==> config.mk <==
export PLATFORM = sky130hd
export DESIGN_NAME = medc_top
export DESIGN_NICKNAME = d
export VERILOG_FILES = /design/src/hdl/medc_sync.v /design/src/hdl/medc_lpi_timer.v /design/src/hdl/medc_top.v
export VERILOG_INCLUDE_DIRS = /design/src /design/src/hdl
export SDC_FILE = /design/constraint.sdc
export NUM_CORES = 1
export LEC_CHECK = 0
export BUFFER_PORTS_ARGS = -buffer_cell sky130_fd_sc_hd__buf_2
export CORE_MARGIN = 1.5
export CORE_UTILIZATION = 47
export DETAILED_ROUTE_END_ITERATION = 16
export PLACE_DENSITY = 0.72
export SLEW_MARGIN = 20
export SYNTH_ARGS = -nofsm -noshare
export SYNTH_HDL_FRONTEND = slang
export SYNTH_SLANG_ARGS = --single-unit
==> constraint.sdc <==
create_clock -name sys_clk_i -period 4.7 [get_ports sys_clk_i]
set_input_delay 0.47 -clock sys_clk_i [delete_from_list [all_inputs] [get_ports sys_clk_i]]
set_output_delay 0.47 -clock sys_clk_i [all_outputs]
set_load 0.1 [all_outputs]
==> src/hdl/medc_defs.vh <==
/*
  Constants of the MAC energy-saving and duplex control block:
  register offsets, field positions, reset values and line codes.
  Assumes inclusion by bare name from the design files.
*/
`ifndef MEDC_DEFS_VH
`define MEDC_DEFS_VH

// ============================================================
// Register offsets (byte addresses)
`define MEDC_ADDR_W        12
`define MEDC_OFF_CONTROL   12'h100
`define MEDC_OFF_ENABLE    12'h104
`define MEDC_OFF_DELAY     12'h108
`define MEDC_OFF_STATUS    12'h10c

// ============================================================
// mac_control field positions
`define MEDC_CTL_HALT      18
`define MEDC_CTL_EEE       17
`define MEDC_CTL_SELFX     16
`define MEDC_CTL_POL       13
`define MEDC_CTL_AUTO      12
`define MEDC_CTL_DPX       3

// ============================================================
// mac_enable and status field positions
`define MEDC_EN_RX         0
`define MEDC_EN_TX         1
`define MEDC_ST_TX_LPI     0
`define MEDC_ST_RX_LPI     1
`define MEDC_ST_FULL       2
`define MEDC_ST_HALTED     3

// ============================================================
// Reset values
`define MEDC_RST_HALT      1'b0
`define MEDC_RST_EEE       1'b0
`define MEDC_RST_SELFX     1'b0
`define MEDC_RST_POL       1'b1
`define MEDC_RST_AUTO      1'b0
`define MEDC_RST_DPX       1'b0
`define MEDC_RST_DELAY     32'h0000_0000

// ============================================================
// Line codes and link speed code
`define MEDC_LPI_CODE      8'h01
`define MEDC_IDLE_CODE     8'h00
`define MEDC_SPEED_100     2'b01

`endif

==> src/hdl/medc_sync.v <==
/*
  Two-flop synchroniser for a bundle of independent levels.
  Assumes each bit is a slow level or a clock far slower than sys_clk_i.
*/
`timescale 1ns/100ps
module medc_sync #(
  parameter W = 1
) (
  input  wire         sys_clk_i,
  input  wire         sys_rst_i,
  input  wire [W-1:0] async_i,
  output wire [W-1:0] sync_o
);
  reg [W-1:0] stage1_q;
  reg [W-1:0] stage2_q;

  always @(posedge sys_clk_i or posedge sys_rst_i) begin
    if (sys_rst_i) begin
      stage1_q <= {W{1'b0}};
      stage2_q <= {W{1'b0}};
    end else begin
      stage1_q <= async_i;
      stage2_q <= stage1_q;
    end
  end

  assign sync_o = stage2_q;
endmodule // medc_sync

==> src/hdl/medc_lpi_timer.v <==
/*
  Down-counter timing the self-exit delay from the start of transmit LPI.
  Assumes start is a single-cycle pulse on sys_clk_i; clear may be held high as a level.
*/
`timescale 1ns/100ps
module medc_lpi_timer #(
  parameter W = 32
) (
  input  wire         sys_clk_i,
  input  wire         sys_rst_i,
  input  wire         clear_i,
  input  wire         start_i,
  input  wire [W-1:0] delay_i,
  output wire         expired_o
);
  reg [W-1:0] count_q;
  reg         run_q;
  reg         done_q;

  always @(posedge sys_clk_i or posedge sys_rst_i) begin
    if (sys_rst_i) begin
      count_q <= {W{1'b0}};
      run_q   <= 1'b0;
      done_q  <= 1'b0;
    end else if (clear_i) begin
      run_q   <= 1'b0;
      done_q  <= 1'b0;
    end else if (start_i) begin
      count_q <= delay_i;
      run_q   <= 1'b1;
      done_q  <= 1'b0;
    end else if (run_q) begin
      if (count_q == {W{1'b0}}) begin
        run_q  <= 1'b0;
        done_q <= 1'b1;
      end else begin
        count_q <= count_q - {{(W-1){1'b0}}, 1'b1};
      end
    end
  end

  assign expired_o = done_q;
endmodule // medc_lpi_timer

==> src/hdl/medc_top.v <==
/*
  MAC control slice for energy-efficient Ethernet and duplex selection:
  APB register file, transmit LPI sequencing with self-exit, receive LPI
  decode, transmit clock halt and automatic duplex detection.
  Assumes an APB master on sys_clk_i, a PHY on GMII whose receive pins and
  duplex pin are asynchronous, and a forwarded transmit clock source that is
  slow enough to be sampled by sys_clk_i.
*/
// The APB interface to the registers was left to the implementer.
`timescale 1ns/100ps
`include "medc_defs.vh"

// Function
// - Halt transmit clock during transmit LPI
// - Clock halt ignored at 100 Mbit/s
// - Energy-saving enable gates all LPI functions
// - LPI requests independent of transmitter enable
// - LPI decode independent of receiver enable
// - Self-exit drops transmit LPI after delay
// - Delay timed from LPI start, own register
// - Polarity bit chooses duplex pin sense
// - Auto detection overrides programmed duplex
// - Detected duplex written back to duplex_select
// - Protected fields survive lite reset
module medc_top #(
  parameter DELAY_W = 32
) (
  input  wire                     sys_clk_i,
  input  wire                     sys_rst_i,
  input  wire                     lite_rst_i,
  input  wire                     rst_protect_i,
  input  wire [`MEDC_ADDR_W-1:0]  paddr_i,
  input  wire                     psel_i,
  input  wire                     penable_i,
  input  wire                     pwrite_i,
  input  wire [31:0]              pwdata_i,
  output wire [31:0]              prdata_o,
  output wire                     pready_o,
  output wire                     pslverr_o,
  input  wire [1:0]               link_speed_i,
  input  wire                     tx_lpi_request_i,
  input  wire                     tx_clk_src_i,
  output wire                     gtx_clk_o,
  output wire                     gmii_tx_er_o,
  output wire [7:0]               gmii_txd_o,
  input  wire                     gmii_rx_dv_i,
  input  wire                     gmii_rx_er_i,
  input  wire [7:0]               gmii_rxd_i,
  input  wire                     phy_duplex_indication_i,
  output wire                     tx_lpi_active_o,
  output wire                     rx_lpi_active_o,
  output wire                     duplex_full_o,
  output wire                     transmitter_enable_o,
  output wire                     receiver_enable_o
);

  // ==========================================================
  // Transmit LPI states
  localparam [2:0] ST_ACTIVE = 3'b001;
  localparam [2:0] ST_LPI    = 3'b010;
  localparam [2:0] ST_EXITED = 3'b100;

  // ==========================================================
  // Declarations
  reg                tx_clock_halt_enable_q;
  reg                energy_saving_enable_q;
  reg                lpi_self_exit_enable_q;
  reg                duplex_indication_polarity_q;
  reg                auto_duplex_q;
  reg                duplex_select_q;
  reg                transmitter_enable_q;
  reg                receiver_enable_q;
  reg [DELAY_W-1:0]  lpi_self_exit_delay_q;
  reg [31:0]         prdata_q;
  reg                pready_q;
  reg                pslverr_q;
  reg [2:0]          tx_state_q;
  reg [2:0]          tx_state_d;
  reg                gtx_clk_q;
  reg                gmii_tx_er_q;
  reg [7:0]          gmii_txd_q;
  reg                rx_lpi_q;
  reg                duplex_full_q;
  reg [31:0]         rd_word;
  reg                addr_hit;

  wire [11:0]        async_bundle;
  wire [11:0]        rx_sync;
  wire               rx_dv_s;
  wire               rx_er_s;
  wire [7:0]         rxd_s;
  wire               duplex_pin_s;
  wire               tx_clk_s;
  wire               setup_phase;
  wire               wr_strobe;
  wire               detected_full;
  wire               lpi_start;
  wire               self_exit_due;
  wire               clock_halt;
  wire               protected_clear;
  wire               ctl_write;
  wire               en_write;
  wire               delay_write;
  wire               timer_clear;

  // ==========================================================
  // Input synchronisers
  // Bit order fixes the slices below
  assign async_bundle = {tx_clk_src_i, phy_duplex_indication_i, gmii_rx_dv_i,
                         gmii_rx_er_i, gmii_rxd_i};

  medc_sync #(
    .W (12)
  ) u_rx_sync (
    .sys_clk_i (sys_clk_i),
    .sys_rst_i (sys_rst_i),
    .async_i   (async_bundle),
    .sync_o    (rx_sync)
  );

  assign tx_clk_s     = rx_sync[11];
  assign duplex_pin_s = rx_sync[10];
  assign rx_dv_s      = rx_sync[9];
  assign rx_er_s      = rx_sync[8];
  assign rxd_s        = rx_sync[7:0];

  // ==========================================================
  // APB decode
  assign setup_phase = psel_i & ~penable_i;
  assign wr_strobe   = psel_i & penable_i & pready_q & pwrite_i & ~pslverr_q;
  assign ctl_write   = wr_strobe & (paddr_i == `MEDC_OFF_CONTROL);
  assign en_write    = wr_strobe & (paddr_i == `MEDC_OFF_ENABLE);
  assign delay_write = wr_strobe & (paddr_i == `MEDC_OFF_DELAY);

  always @* begin
    rd_word  = 32'h0000_0000;
    addr_hit = 1'b1;
    case (paddr_i)
      `MEDC_OFF_CONTROL: begin
        // Reserved positions stay zero
        rd_word[`MEDC_CTL_HALT]  = tx_clock_halt_enable_q;
        rd_word[`MEDC_CTL_EEE]   = energy_saving_enable_q;
        rd_word[`MEDC_CTL_SELFX] = lpi_self_exit_enable_q;
        rd_word[`MEDC_CTL_POL]   = duplex_indication_polarity_q;
        rd_word[`MEDC_CTL_AUTO]  = auto_duplex_q;
        rd_word[`MEDC_CTL_DPX]   = duplex_select_q;
      end
      `MEDC_OFF_ENABLE: begin
        rd_word[`MEDC_EN_RX] = receiver_enable_q;
        rd_word[`MEDC_EN_TX] = transmitter_enable_q;
      end
      `MEDC_OFF_DELAY: begin
        rd_word[DELAY_W-1:0] = lpi_self_exit_delay_q;
      end
      `MEDC_OFF_STATUS: begin
        rd_word[`MEDC_ST_TX_LPI] = tx_state_q[1];
        rd_word[`MEDC_ST_RX_LPI] = rx_lpi_q;
        rd_word[`MEDC_ST_FULL]   = duplex_full_q;
        rd_word[`MEDC_ST_HALTED] = clock_halt;
      end
      default: begin
        addr_hit = 1'b0;
      end
    endcase
  end

  // Answer one cycle after setup: access phase has pready high
  always @(posedge sys_clk_i or posedge sys_rst_i) begin
    if (sys_rst_i) begin
      prdata_q  <= 32'h0000_0000;
      pready_q  <= 1'b0;
      pslverr_q <= 1'b0;
    end else begin
      pready_q  <= setup_phase;
      pslverr_q <= setup_phase & ~addr_hit;
      if (setup_phase & ~pwrite_i) begin
        prdata_q <= rd_word;
      end else if (~psel_i) begin
        prdata_q <= 32'h0000_0000;
      end
    end
  end

  // ==========================================================
  // Control register file
  assign protected_clear = lite_rst_i & ~rst_protect_i;
  assign detected_full   = duplex_indication_polarity_q ? duplex_pin_s : ~duplex_pin_s;

  // Protected fields: only power-on reset or unprotected lite reset
  always @(posedge sys_clk_i or posedge sys_rst_i) begin
    if (sys_rst_i) begin
      tx_clock_halt_enable_q       <= `MEDC_RST_HALT;
      energy_saving_enable_q       <= `MEDC_RST_EEE;
      lpi_self_exit_enable_q       <= `MEDC_RST_SELFX;
      duplex_indication_polarity_q <= `MEDC_RST_POL;
      auto_duplex_q                <= `MEDC_RST_AUTO;
    end else if (protected_clear) begin
      tx_clock_halt_enable_q       <= `MEDC_RST_HALT;
      energy_saving_enable_q       <= `MEDC_RST_EEE;
      lpi_self_exit_enable_q       <= `MEDC_RST_SELFX;
      duplex_indication_polarity_q <= `MEDC_RST_POL;
      auto_duplex_q                <= `MEDC_RST_AUTO;
    end else if (ctl_write) begin
      tx_clock_halt_enable_q       <= pwdata_i[`MEDC_CTL_HALT];
      energy_saving_enable_q       <= pwdata_i[`MEDC_CTL_EEE];
      lpi_self_exit_enable_q       <= pwdata_i[`MEDC_CTL_SELFX];
      duplex_indication_polarity_q <= pwdata_i[`MEDC_CTL_POL];
      auto_duplex_q                <= pwdata_i[`MEDC_CTL_AUTO];
    end
  end

  // Unprotected fields: cleared by any lite reset
  always @(posedge sys_clk_i or posedge sys_rst_i) begin
    if (sys_rst_i) begin
      duplex_select_q       <= `MEDC_RST_DPX;
      transmitter_enable_q  <= 1'b0;
      receiver_enable_q     <= 1'b0;
      lpi_self_exit_delay_q <= `MEDC_RST_DELAY;
    end else if (lite_rst_i) begin
      duplex_select_q       <= `MEDC_RST_DPX;
      transmitter_enable_q  <= 1'b0;
      receiver_enable_q     <= 1'b0;
      lpi_self_exit_delay_q <= `MEDC_RST_DELAY;
    end else begin
      if (auto_duplex_q) begin
        // Detection result wins over a software write
        duplex_select_q <= detected_full;
      end else if (ctl_write) begin
        duplex_select_q <= pwdata_i[`MEDC_CTL_DPX];
      end
      if (en_write) begin
        receiver_enable_q    <= pwdata_i[`MEDC_EN_RX];
        transmitter_enable_q <= pwdata_i[`MEDC_EN_TX];
      end
      if (delay_write) begin
        lpi_self_exit_delay_q <= pwdata_i[DELAY_W-1:0];
      end
    end
  end

  // ==========================================================
  // Transmit LPI sequencing
  assign lpi_start = tx_state_q[0] & energy_saving_enable_q & tx_lpi_request_i;
  // Timer held idle outside LPI
  assign timer_clear = ~tx_state_q[1] & ~lpi_start;

  medc_lpi_timer #(
    .W (DELAY_W)
  ) u_lpi_timer (
    .sys_clk_i (sys_clk_i),
    .sys_rst_i (sys_rst_i),
    .clear_i   (timer_clear),
    .start_i   (lpi_start),
    .delay_i   (lpi_self_exit_delay_q),
    .expired_o (self_exit_due)
  );

  // Transmitter enable deliberately not consulted
  always @* begin
    tx_state_d = tx_state_q;
    case (tx_state_q)
      ST_ACTIVE: begin
        if (lpi_start) begin
          tx_state_d = ST_LPI;
        end
      end
      ST_LPI: begin
        if (~energy_saving_enable_q || ~tx_lpi_request_i) begin
          tx_state_d = ST_ACTIVE;
        end else if (lpi_self_exit_enable_q && self_exit_due) begin
          tx_state_d = ST_EXITED;
        end
      end
      ST_EXITED: begin
        // Stay awake until the request is withdrawn or energy saving is disabled
        if (~tx_lpi_request_i || ~energy_saving_enable_q) begin
          tx_state_d = ST_ACTIVE;
        end
      end
      default: begin
        tx_state_d = ST_ACTIVE;
      end
    endcase
  end

  always @(posedge sys_clk_i or posedge sys_rst_i) begin
    if (sys_rst_i) begin
      tx_state_q <= ST_ACTIVE;
    end else if (lite_rst_i) begin
      tx_state_q <= ST_ACTIVE;
    end else begin
      tx_state_q <= tx_state_d;
    end
  end

  // ==========================================================
  // GMII transmit: LPI code and clock halt
  assign clock_halt = tx_clock_halt_enable_q & tx_state_q[1]
                    & (link_speed_i != `MEDC_SPEED_100);

  always @(posedge sys_clk_i or posedge sys_rst_i) begin
    if (sys_rst_i) begin
      gtx_clk_q    <= 1'b0;
      gmii_tx_er_q <= 1'b0;
      gmii_txd_q   <= `MEDC_IDLE_CODE;
    end else begin
      gtx_clk_q    <= tx_clk_s & ~clock_halt;
      gmii_tx_er_q <= tx_state_q[1];
      gmii_txd_q   <= tx_state_q[1] ? `MEDC_LPI_CODE : `MEDC_IDLE_CODE;
    end
  end

  // ==========================================================
  // Receive LPI decode and duplex result
  always @(posedge sys_clk_i or posedge sys_rst_i) begin
    if (sys_rst_i) begin
      rx_lpi_q      <= 1'b0;
      duplex_full_q <= `MEDC_RST_DPX;
    end else begin
      // Receiver enable deliberately not consulted
      rx_lpi_q <= energy_saving_enable_q & ~rx_dv_s & rx_er_s
                & (rxd_s == `MEDC_LPI_CODE);
      duplex_full_q <= auto_duplex_q ? detected_full : duplex_select_q;
    end
  end

  // ==========================================================
  // Outputs
  assign prdata_o             = prdata_q;
  assign pready_o             = pready_q;
  assign pslverr_o            = pslverr_q;
  assign gtx_clk_o            = gtx_clk_q;
  assign gmii_tx_er_o         = gmii_tx_er_q;
  assign gmii_txd_o           = gmii_txd_q;
  assign tx_lpi_active_o      = gmii_tx_er_q;
  assign rx_lpi_active_o      = rx_lpi_q;
  assign duplex_full_o        = duplex_full_q;
  assign transmitter_enable_o = transmitter_enable_q;
  assign receiver_enable_o    = receiver_enable_q;

endmodule // medc_top

==> flow_summary.json, run 1 <==
{
  "status": "finished, final reports clean",
  "hold-path-cell-count": 1,
  "synth_xor_area_share_pct": 3.67,
  "syn-cell-area_um2": 6200,
  "arrival_ns": 3.20,
  "post-route-period-util_pct": 61.8,
  "worstReg2RegStart": "u_lpi_timer.count_q[0]",
  "dpl.hpwl_um": 9900,
  "reg2regPathDepth": 7,
  "final_nets": 745,
  "powerDensity_nw_per_um2": 365,
  "die_y_um": 118,
  "synth_warnings": 0,
  "synth_cell_type_count": 60,
  "power.internal_mw": 2.11,
  "r2r_end": "u_lpi_timer.count_q[15]",
  "ys_async_sr_fraction_pct": 100,
  "cts_tree": "yes",
  "r2r_slack_ns": 1.80,
  "grt_pass1_wl_um": 24700,
  "clock-sinks": 139,
  "sequentialPowerShare_pct": 44.8,
  "antenna_found_initial": 0,
  "initial_core_util_pct": 48.7,
  "drive_above_1_share_pct": 23.6,
  "wl_per_cell_um": 17.2,
  "cts_buffer_depth": 2,
  "drcViolationCount": 0,
  "drt-met1-wl_um": 6500,
  "htreeDepth": 4,
  "critPathMaxFanout": 17,
  "muxShareOfSynthArea_pct": 2.76,
  "synth_top_family_by_area": "simple AND/OR/NAND/NOR gates",
  "grt.overflow.total": 0,
  "tightest_slew_ns": 0.919,
  "yosysSeqAreaShare_pct": 56.1,
  "syn_avg_cell_area_um2": 10.6,
  "wl_met3_um": 859,
  "core-area_um2": 12700,
  "setup_viol": 0,
  "grt_max_degree": 104,
  "drt_iter0_drc": 291,
  "numCtsBuffers": 17,
  "worstPathRequired_ns": 4.99,
  "end_kind": "register",
  "switching_power_mw": 0.592,
  "vias": 4934,
  "synth-compound-area-share_pct": 15.7,
  "grtUsageTotal_pct": 22.4,
  "combPwrFrac_pct": 4.2,
  "grt_pass1_vias": 5065,
  "ys_top_cells_by_area": "dfrtp_1, nand2_1, a21oi_1",
  "hold_buffers": 0,
  "yosys.area_share.simple_pct": 16.9,
  "cts_setup_buffers": 0,
  "power_frac_clock_pct": 51.0,
  "finalWirelength_um": 14900,
  "n_fill_cell": 1087,
  "synthTopCellsByCount": "dfrtp_1, nand2_1, a21oi_1",
  "fin_util_pct": 58.2,
  "yosys.area.top_type_share_pct": 55.3,
  "start_kind": "register",
  "hp-class": "in -> reg",
  "wl_met2_um": 7180,
  "fin_skew_ns": 0.00735,
  "gp_congestion": 0.876,
  "root_buffer": "clkbuf_16",
  "syn_to_final_growth_pct": 19.4,
  "antenna_left": 0,
  "crit_type": "reg -> reg",
  "clk_pin_slew_worst_paths_ns": 0.06,
  "swShare_pct": 21.9,
  "top_level_ports": 115,
  "min_from": "gmii_rx_er_i",
  "slew_viol_final": 0,
  "clk_latency_ns": 0.42,
  "tns_ns": 0,
  "antennaDiodeCount": 0,
  "rows": 41,
  "syn-instance-count": 586,
  "layout.cells.non_filler": 863,
  "routed.top_layer": "met4",
  "maxCapViolations": 0,
  "synth.most_common_cell": "dfrtp_1",
  "die_area_um2": 13900,
  "synth_ff_type": "dfrtp_1",
  "synth_top_cell_by_area": "dfrtp_1",
  "via_per_inst": 5.72,
  "dr.pass1.iters": 7,
  "port_buffers": 107,
  "ys_ff_latch": 139,
  "max_freq_ghz": 0.344,
  "cts_resized": 0,
  "layout_min_cycle_time_ns": 2.90,
  "ir_drop_uv": 208,
  "synth_fa_ha_area_share_pct": 0.202,
  "slew_headroom_pct": 38.6,
  "rsz0062_at_grt": "false",
  "dp_cells": 831,
  "p_leak_nw": 3.19,
  "worstHoldEndpoint": "u_rx_sync.stage1_q[8]",
  "hold_violations": 0,
  "chipWidth_um": 118,
  "synth_edf_count": 0
}
[through the flow]
step | hold slack, ns | power (mW) | worst slack, ns | instance area (um^2)
floorplan | 0.331 | 1.31 | 0.509 | 6220
global placement | 0.331 | 1.35 | 1.90 | 6790
detailed placement | 0.335 | 1.35 | 1.85 | 6790
CTS | 0.141 | 2.72 | 1.79 | 7400
global route | 0.136 | 2.78 | 1.61 | 7400
finish | 0.154 | 2.71 | 1.80 | 7400
[critical path, cell delays in order, from the launching register on]
cell and delay [ns]:
dfrtp_1 0.39, inv_1 0.10, ha_1 0.22, or3b_2 0.48, or4_1 0.84, o311ai_1 0.45, xor2_1 0.20, a21oi_1 0.08
[cells by family after synthesis]
| group | after synthesis |
|---|---|
| DFF | 139 |
| xor gates and xnor gates | 26 |
| adders and majority gates | 1 |
| muxes | 17 |
| and+or+nand+nor | 208 |
| AOI/OAI and AO/OA | 137 |
| other | 1 |
| buffers and inverters | 57 |
[metal layers]
layer | vias up | GRT usage [%]
met5 | - | 0
met4 | 0 | 9.60
met3 | 31 | 6.01
met2 | 184 | 35.4
met1 | 2443 | 29.2
li1 | 2276 | -
[flip-flops by register name, summed over array words and instances (netlist names), 3 cells and up]
signal and count:
tx_state_q 3, u_rx_sync.sync_o 12, u_rx_sync.stage1_q 12, lpi_self_exit_delay_q 32, prdata_o 32, u_lpi_timer.count_q 32
[power groups by stage]
stage	logic (mW)	registers, mW	clock network, mW
after floorplan	0.0651	1.24	0
after global placement	0.113	1.23	0
after detailed placement	0.115	1.23	0
after CTS	0.115	1.21	1.39
after global routing	0.124	1.21	1.45
final	0.114	1.21	1.38
[layout make-up]
cell class / instances / area (um^2) / area share (%)
inverter: 10 / 42.5 / 0.575
clock buffer: 22 / 474 / 6.41
clock inverter: 10 / 140 / 1.89
sequential: 139 / 3480 / 47.0
timing repair buffer: 114 / 588 / 7.94
multi-input combinational: 396 / 2460 / 33.3
tap: 172 / 215 / 2.91
[worst max-delay path by stage]
stage | from | to | cells after the start
floorplan | sys_rst_i | auto_duplex_q | 1
global placement | u_lpi_timer.count_q[7] | u_lpi_timer.count_q[29] | 6
detailed placement | u_lpi_timer.count_q[0] | u_lpi_timer.count_q[15] | 7
CTS | u_lpi_timer.count_q[0] | u_lpi_timer.count_q[15] | 7
global route | u_lpi_timer.count_q[7] | u_lpi_timer.count_q[29] | 6
finish | u_lpi_timer.count_q[0] | u_lpi_timer.count_q[15] | 7
[cells in the final DEF, fill, tap and decap left out, types with 4 or more instances in the layout]
cell / n
buf_2: 107
clkbuf_16: 17
buf_4: 7
or4_1: 9
nor2b_1: 5
nand4_1: 8
and2_1: 4
xnor2_1: 9
o21ai_0: 19
a21oi_1: 46
nand3_1: 5
inv_1: 9
nand2_1: 91
mux2i_1: 16
nor4_1: 8
a22o_1: 26
nor3_1: 15
o21ai_1: 6
conb_1: 7
dfrtp_1: 137
o2111ai_1: 5
nor2_1: 34
o311ai_2: 5
xor2_1: 17
o311ai_1: 4
or3_1: 6
a31oi_1: 8
No activity file was read; power rests on OpenSTA's default activity.
==> inputs of run 2 (changes only) <==
==> constraint.sdc (replaced) <==
create_clock -name sys_clk_i -period 2.91 [get_ports sys_clk_i]
set_input_delay 0.291 -clock sys_clk_i [delete_from_list [all_inputs] [get_ports sys_clk_i]]
set_output_delay 0.291 -clock sys_clk_i [all_outputs]
set_load 0.1 [all_outputs]
==> run 2 against run 1 <==
Compared with the run above:
- design area rose by 3.4%
- sequential cell count did not move
- cell count rose by 3.2%
- clock skew rose by 0.0040 ns
- first-iteration DRC count rose by 2.4%
- via count rose by 1.8%
- total power rose by 60%
- highest routed layer unchanged
- die area did not move
- critical path depth rose by 1
- register-to-register slack got worse by 1.5 ns
- critical endpoint is now u_lpi_timer.count_q[14]
==> flow_summary.json, run 2 (synthesis gave the netlist of run 1 again) <==
{
  "power.internal_mw": 3.31,
  "n_fill_cell": 1090,
  "grt_max_degree": 67,
  "numCtsBuffers": 17,
  "powerDensity_nw_per_um2": 566,
  "crit_type": "reg -> reg",
  "arrival_ns": 2.92,
  "worstReg2RegStart": "u_lpi_timer.count_q[0]",
  "rows": 41,
  "antennaDiodeCount": 0,
  "cts_resized": 0,
  "worstHoldEndpoint": "lpi_self_exit_delay_q[14]",
  "min_from": "pwdata_i[14]",
  "layout_min_cycle_time_ns": 2.62,
  "final_common_cell": "dfrtp_1",
  "cts_tree": "yes",
  "post-route-period-util_pct": 90.1,
  "status": "finished, final reports clean",
  "hold_violations": 0,
  "rsz0062_at_grt": "false",
  "power_frac_clock_pct": 50.1,
  "hold-path-cell-count": 3,
  "tns_ns": 0,
  "clk_latency_ns": 0.42,
  "routed.top_layer": "met4",
  "dp_cells": 846,
  "critPathMaxFanout": 17,
  "slew_viol_final": 0,
  "antenna_left": 0,
  "setup_viol": 0,
  "antenna_found_initial": 0,
  "path_buf_inv": 2,
  "end_kind": "register",
  "r2r_slack_ns": 0.29,
  "placed_area_um2": 6920,
  "grt.overflow.total": 0,
  "slowest_delay_ns": 0.48,
  "htreeDepth": 4,
  "clock-sinks": 139,
  "grt_pass1_vias": 5129,
  "initial_core_util_pct": 48.7,
  "cts_setup_buffers": 0,
  "cts_buffer_depth": 2,
  "dr.pass1.iters": 5,
  "worstPathRequired_ns": 3.21,
  "chipWidth_um": 118,
  "drcViolationCount": 0,
  "drive_above_1_share_pct": 24.9,
  "max_freq_ghz": 0.381,
  "drt_iter0_drc": 298,
  "via_per_inst": 5.64,
  "reg2regPathDepth": 8,
  "grt_pass1_wl_um": 25500,
  "layout.cells.non_filler": 891,
  "final_area_um2": 7650,
  "maxCapViolations": 0,
  "core-area_um2": 12700,
  "multiInputGateArea_um2": 2460,
  "swShare_pct": 23.6,
  "ir_drop_uv": 391,
  "r2r_end": "u_lpi_timer.count_q[14]",
  "slowest_stage": "or4_1",
  "tightest_slew_ns": 0.657,
  "switching_power_mw": 1.02,
  "p_leak_nw": 3.31,
  "crit_family": "simple AND/OR/NAND/NOR gates",
  "start_kind": "register",
  "vias": 5023,
  "grtUsageTotal_pct": 23.2,
  "syn_to_final_growth_pct": 23.4,
  "combPwrFrac_pct": 4.7,
  "wl_met3_um": 673,
  "port_buffers": 107,
  "hold_buffers": 13,
  "finalWirelength_um": 15500,
  "top_level_ports": 115,
  "clk_pin_slew_worst_paths_ns": 0.06,
  "slew_headroom_pct": 56.1,
  "regArea_um2": 3480,
  "root_buffer": "clkbuf_16",
  "wl_met2_um": 7740,
  "gp_congestion": 0.882,
  "final_nets": 773,
  "crit_chain": "inv_1 -> ha_1 -> or3b_2 -> or4_1 -> buf_4 -> o311ai_1 -> xor2_1 -> a21oi_1",
  "hp-class": "in -> reg",
  "die_y_um": 118,
  "wl_per_cell_um": 17.4,
  "die_area_um2": 13900,
  "sequentialPowerShare_pct": 45.2,
  "drt-met1-wl_um": 6730,
  "layout_common_cells": "dfrtp_1, buf_2, nand2_1, a21oi_1, nor2_1",
  "fin_skew_ns": 0.0113,
  "dpl.hpwl_um": 10600
}
-- run 2: cell count changes in the layout (fill, tap and decap cells not counted), sizes merged --
| cell | delta |
|---|---|
| buf | +15 |
| bufinv | -1 |
| dlygate4sd3 | +13 |
| clkinv | -3 |
| clkinvlp | +5 |
| inv | +3 |
| clkbuf | -4 |
-- run 2: through the flow --
| step | hold slack [ns] | util (%) | setup slack (ns) | total power, mW |
|---|---|---|---|---|
| after floorplan | 0.322 | - | 0.453 | 2.11 |
| after global placement | 0.332 | 54.4 | 0.412 | 2.18 |
| after detailed placement | 0.335 | 54.4 | 0.332 | 2.19 |
| after CTS | 0.0957 | 60.1 | 0.310 | 4.36 |
| after global routing | 0.114 | 60.1 | 0.183 | 4.45 |
| final | 0.106 | 60.1 | 0.289 | 4.33 |
-- run 2: worst max-delay path by stage --
stage | from | depth (start not counted) | slack [ns] | to
floorplan | u_lpi_timer.count_q[0] | 9 | 0.45 | u_lpi_timer.count_q[13]
global placement | u_lpi_timer.count_q[0] | 8 | 0.41 | u_lpi_timer.count_q[14]
detailed placement | u_lpi_timer.count_q[0] | 8 | 0.33 | u_lpi_timer.count_q[5]
CTS | u_lpi_timer.count_q[0] | 8 | 0.31 | u_lpi_timer.count_q[14]
global route | u_lpi_timer.count_q[0] | 8 | 0.18 | u_lpi_timer.count_q[14]
finish | u_lpi_timer.count_q[0] | 8 | 0.29 | u_lpi_timer.count_q[14]
-- run 2: power by group through the flow --
stage	logic, mW	registers, mW	clock network, mW
2_1_floorplan	0.106	2.01	0
3_3_place_gp	0.188	1.99	0
3_5_place_dp	0.192	1.99	0
4_1_cts	0.206	1.96	2.20
5_1_grt	0.221	1.96	2.27
6_report	0.204	1.96	2.17
-- run 2: final cells by class --
class	instances	area share [%]
inverters	10	0.540
flip-flops and latches	139	45.5
multi-input cells	396	32.2
clock inverters	14	2.08
clock buffers	18	5.74
well taps	172	2.81
repair buffers	142	11.2
-- run 2: worst reg2reg max path, cell delays in order (launching register included) --
cell,delay (ns)
dfrtp_1,0.39
inv_1,0.10
ha_1,0.21
or3b_2,0.47
or4_1,0.48
buf_4,0.22
o311ai_1,0.30
xor2_1,0.22
a21oi_1,0.10
-- run 2: layer usage --
layer | global-route usage [%] | vias up
li1 | - | 2317
met1 | 30.0 | 2542
met2 | 38.6 | 140
met5 | 0 | -
met4 | 9.45 | 0
met3 | 4.55 | 24
==> inputs of run 3 (changes only) <==
==> constraint.sdc (replaced) <==
create_clock -name sys_clk_i -period 2.91 [get_ports sys_clk_i]
set_input_delay 0 -clock sys_clk_i [delete_from_list [all_inputs] [get_ports sys_clk_i]]
set_output_delay 0 -clock sys_clk_i [all_outputs]
set_load 0.1 [all_outputs]
==> run 3 against run 2 <==
Compared with the run above:
- count of clock-buffer cells in the layout increased by 2
- sequential cell count unchanged
- worst hold slack got worse by 0.089 ns
- critical endpoint unchanged
- largest power group unchanged
==> flow_summary.json, run 3 (synthesis gave the netlist of run 1 again) <==
{
  "antenna_found_initial": 0,
  "final_common_cell": "dfrtp_1",
  "end_kind": "register",
  "hp-class": "in -> reg",
  "clk_pin_slew_worst_paths_ns": 0.06,
  "layout_common_cells": "dfrtp_1, buf_2, nand2_1, dlygate4sd3_1, a21oi_1",
  "worstSetupEndpoint": "u_lpi_timer.count_q[14]",
  "dpl.hpwl_um": 10500,
  "tns_ns": 0,
  "hold_violations": 0,
  "drt_iter0_drc": 440,
  "clock-sinks": 139,
  "grt_max_degree": 53,
  "slew_viol_final": 0,
  "post-route-period-util_pct": 92.2,
  "crit_type": "reg -> reg",
  "r2r_slack_ns": 0.23,
  "antennaDiodeCount": 0,
  "grt_pass1_wl_um": 27200,
  "cts_resized": 0,
  "slew_headroom_pct": 38.0,
  "core-area_um2": 12700,
  "top_level_ports": 115,
  "clk_latency_ns": 0.43,
  "slowest_stage": "or3b_2",
  "crit_family": "simple AND/OR/NAND/NOR gates",
  "hold_buffers": 62,
  "numCtsBuffers": 17,
  "setup_viol": 0,
  "die_y_um": 118,
  "arrival_ns": 2.98,
  "initial_core_util_pct": 48.7,
  "grt.overflow.total": 0,
  "worstReg2RegStart": "u_lpi_timer.count_q[0]",
  "final_nets": 822,
  "crit_cells": 8,
  "chipWidth_um": 118,
  "slowest_delay_ns": 0.48,
  "fin_skew_ns": 0.0178,
  "htreeDepth": 4,
  "maxCapViolations": 0,
  "start_kind": "register",
  "rsz0062_at_grt": "false",
  "max_freq_ghz": 0.373,
  "grtUsageTotal_pct": 24.8,
  "powerDensity_nw_per_um2": 554,
  "drive_above_1_share_pct": 23.0,
  "total_power_mw": 4.53,
  "crit_chain": "inv_1 -> ha_1 -> or3b_2 -> or4_1 -> buf_4 -> o311ai_1 -> xor2_1 -> a21oi_1",
  "path_buf_inv": 2,
  "cts_setup_buffers": 0,
  "antenna_left": 0,
  "layout_min_cycle_time_ns": 2.68,
  "port_buffers": 107,
  "status": "finished, final reports clean",
  "p_leak_nw": 3.56,
  "r2r_end": "u_lpi_timer.count_q[14]",
  "critPathMaxFanout": 17,
  "finalWirelength_um": 16500,
  "worstPathRequired_ns": 3.21,
  "via_per_inst": 5.63,
  "wl_per_cell_um": 17.6,
  "crit_start": "u_lpi_timer.count_q[0]",
  "tightest_slew_ns": 0.930,
  "ir_drop_uv": 471,
  "cts_buffer_depth": 2,
  "drcViolationCount": 0,
  "rows": 41,
  "reg2regPathDepth": 8,
  "gp_congestion": 0.871,
  "grt_pass1_vias": 5318,
  "die_area_um2": 13900,
  "syn_to_final_growth_pct": 31.9,
  "cts_tree": "yes",
  "vias": 5293,
  "root_buffer": "clkbuf_16",
  "dr.pass1.iters": 5
}
-- run 3: cell types whose count changed in the layout (fill, tap and decap cells not counted) --
cell / before / now
dlygate4sd3_1: 13 / 62
bufinv_16: 2 / 4
clkbuf_1: 0 / 2
clkinvlp_4: 5 / 3
clkinv_4: 2 / 1
inv_6: 4 / 3
-- run 3: final cells by class --
class / count / area (um^2)
clock buffers: 20 / 447
clock inverters: 12 / 186
fillers: 997 / 4540
inverters: 10 / 41.3
multi-input cells: 396 / 2460
flip-flops and latches: 139 / 3480
well taps: 172 / 215
repair buffers: 191 / 1350
-- run 3: worst min path at each step --
| stage | start | slack [ns] | endpoint | cells past startpoint |
|---|---|---|---|---|
| final | lite_rst_i | 0.02 | lpi_self_exit_delay_q[19] | 2 |
| after global routing | lite_rst_i | 0.02 | lpi_self_exit_delay_q[19] | 2 |
| after CTS | lite_rst_i | 0.006 | lpi_self_exit_delay_q[19] | 2 |
| after detailed placement | gmii_rxd_i[6] | 0.11 | u_rx_sync.stage1_q[6] | 1 |
| after global placement | gmii_rxd_i[1] | 0.11 | u_rx_sync.stage1_q[1] | 1 |
| after floorplan | gmii_rxd_i[0] | 0.03 | u_rx_sync.stage1_q[0] | 0 |
-- run 3: layer usage --
metal	track usage (%)	part of all wire (%)	vias up
met1	32.6	43	2659
met3	4.89	5.0	31
li1	-	-	2409
met2	40.6	50	194
met5	0	0	-
met4	9.45	2.1	0
-- run 3: where the power goes --
| group | switching [mW] | total, mW | internal (mW) |
|---|---|---|---|
| registers | 0.00594 | 1.96 | 1.95 |
| clock network | 0.851 | 2.32 | 1.47 |
| logic | 0.155 | 0.249 | 0.0935 |
-- run 3: through the flow --
step / util (%) / instances / hold slack, ns / instance area, um^2 / setup slack, ns
floorplan: - / 592 / 0.0314 / 6230 / 0.453
global placement: 54.4 / 846 / 0.108 / 6920 / 0.410
detailed placement: 54.4 / 846 / 0.109 / 6920 / 0.313
CTS: 64.3 / 940 / 0.00634 / 8180 / 0.259
global route: 64.3 / 940 / 0.0244 / 8180 / 0.112
finish: 64.3 / 940 / 0.0168 / 8180 / 0.227
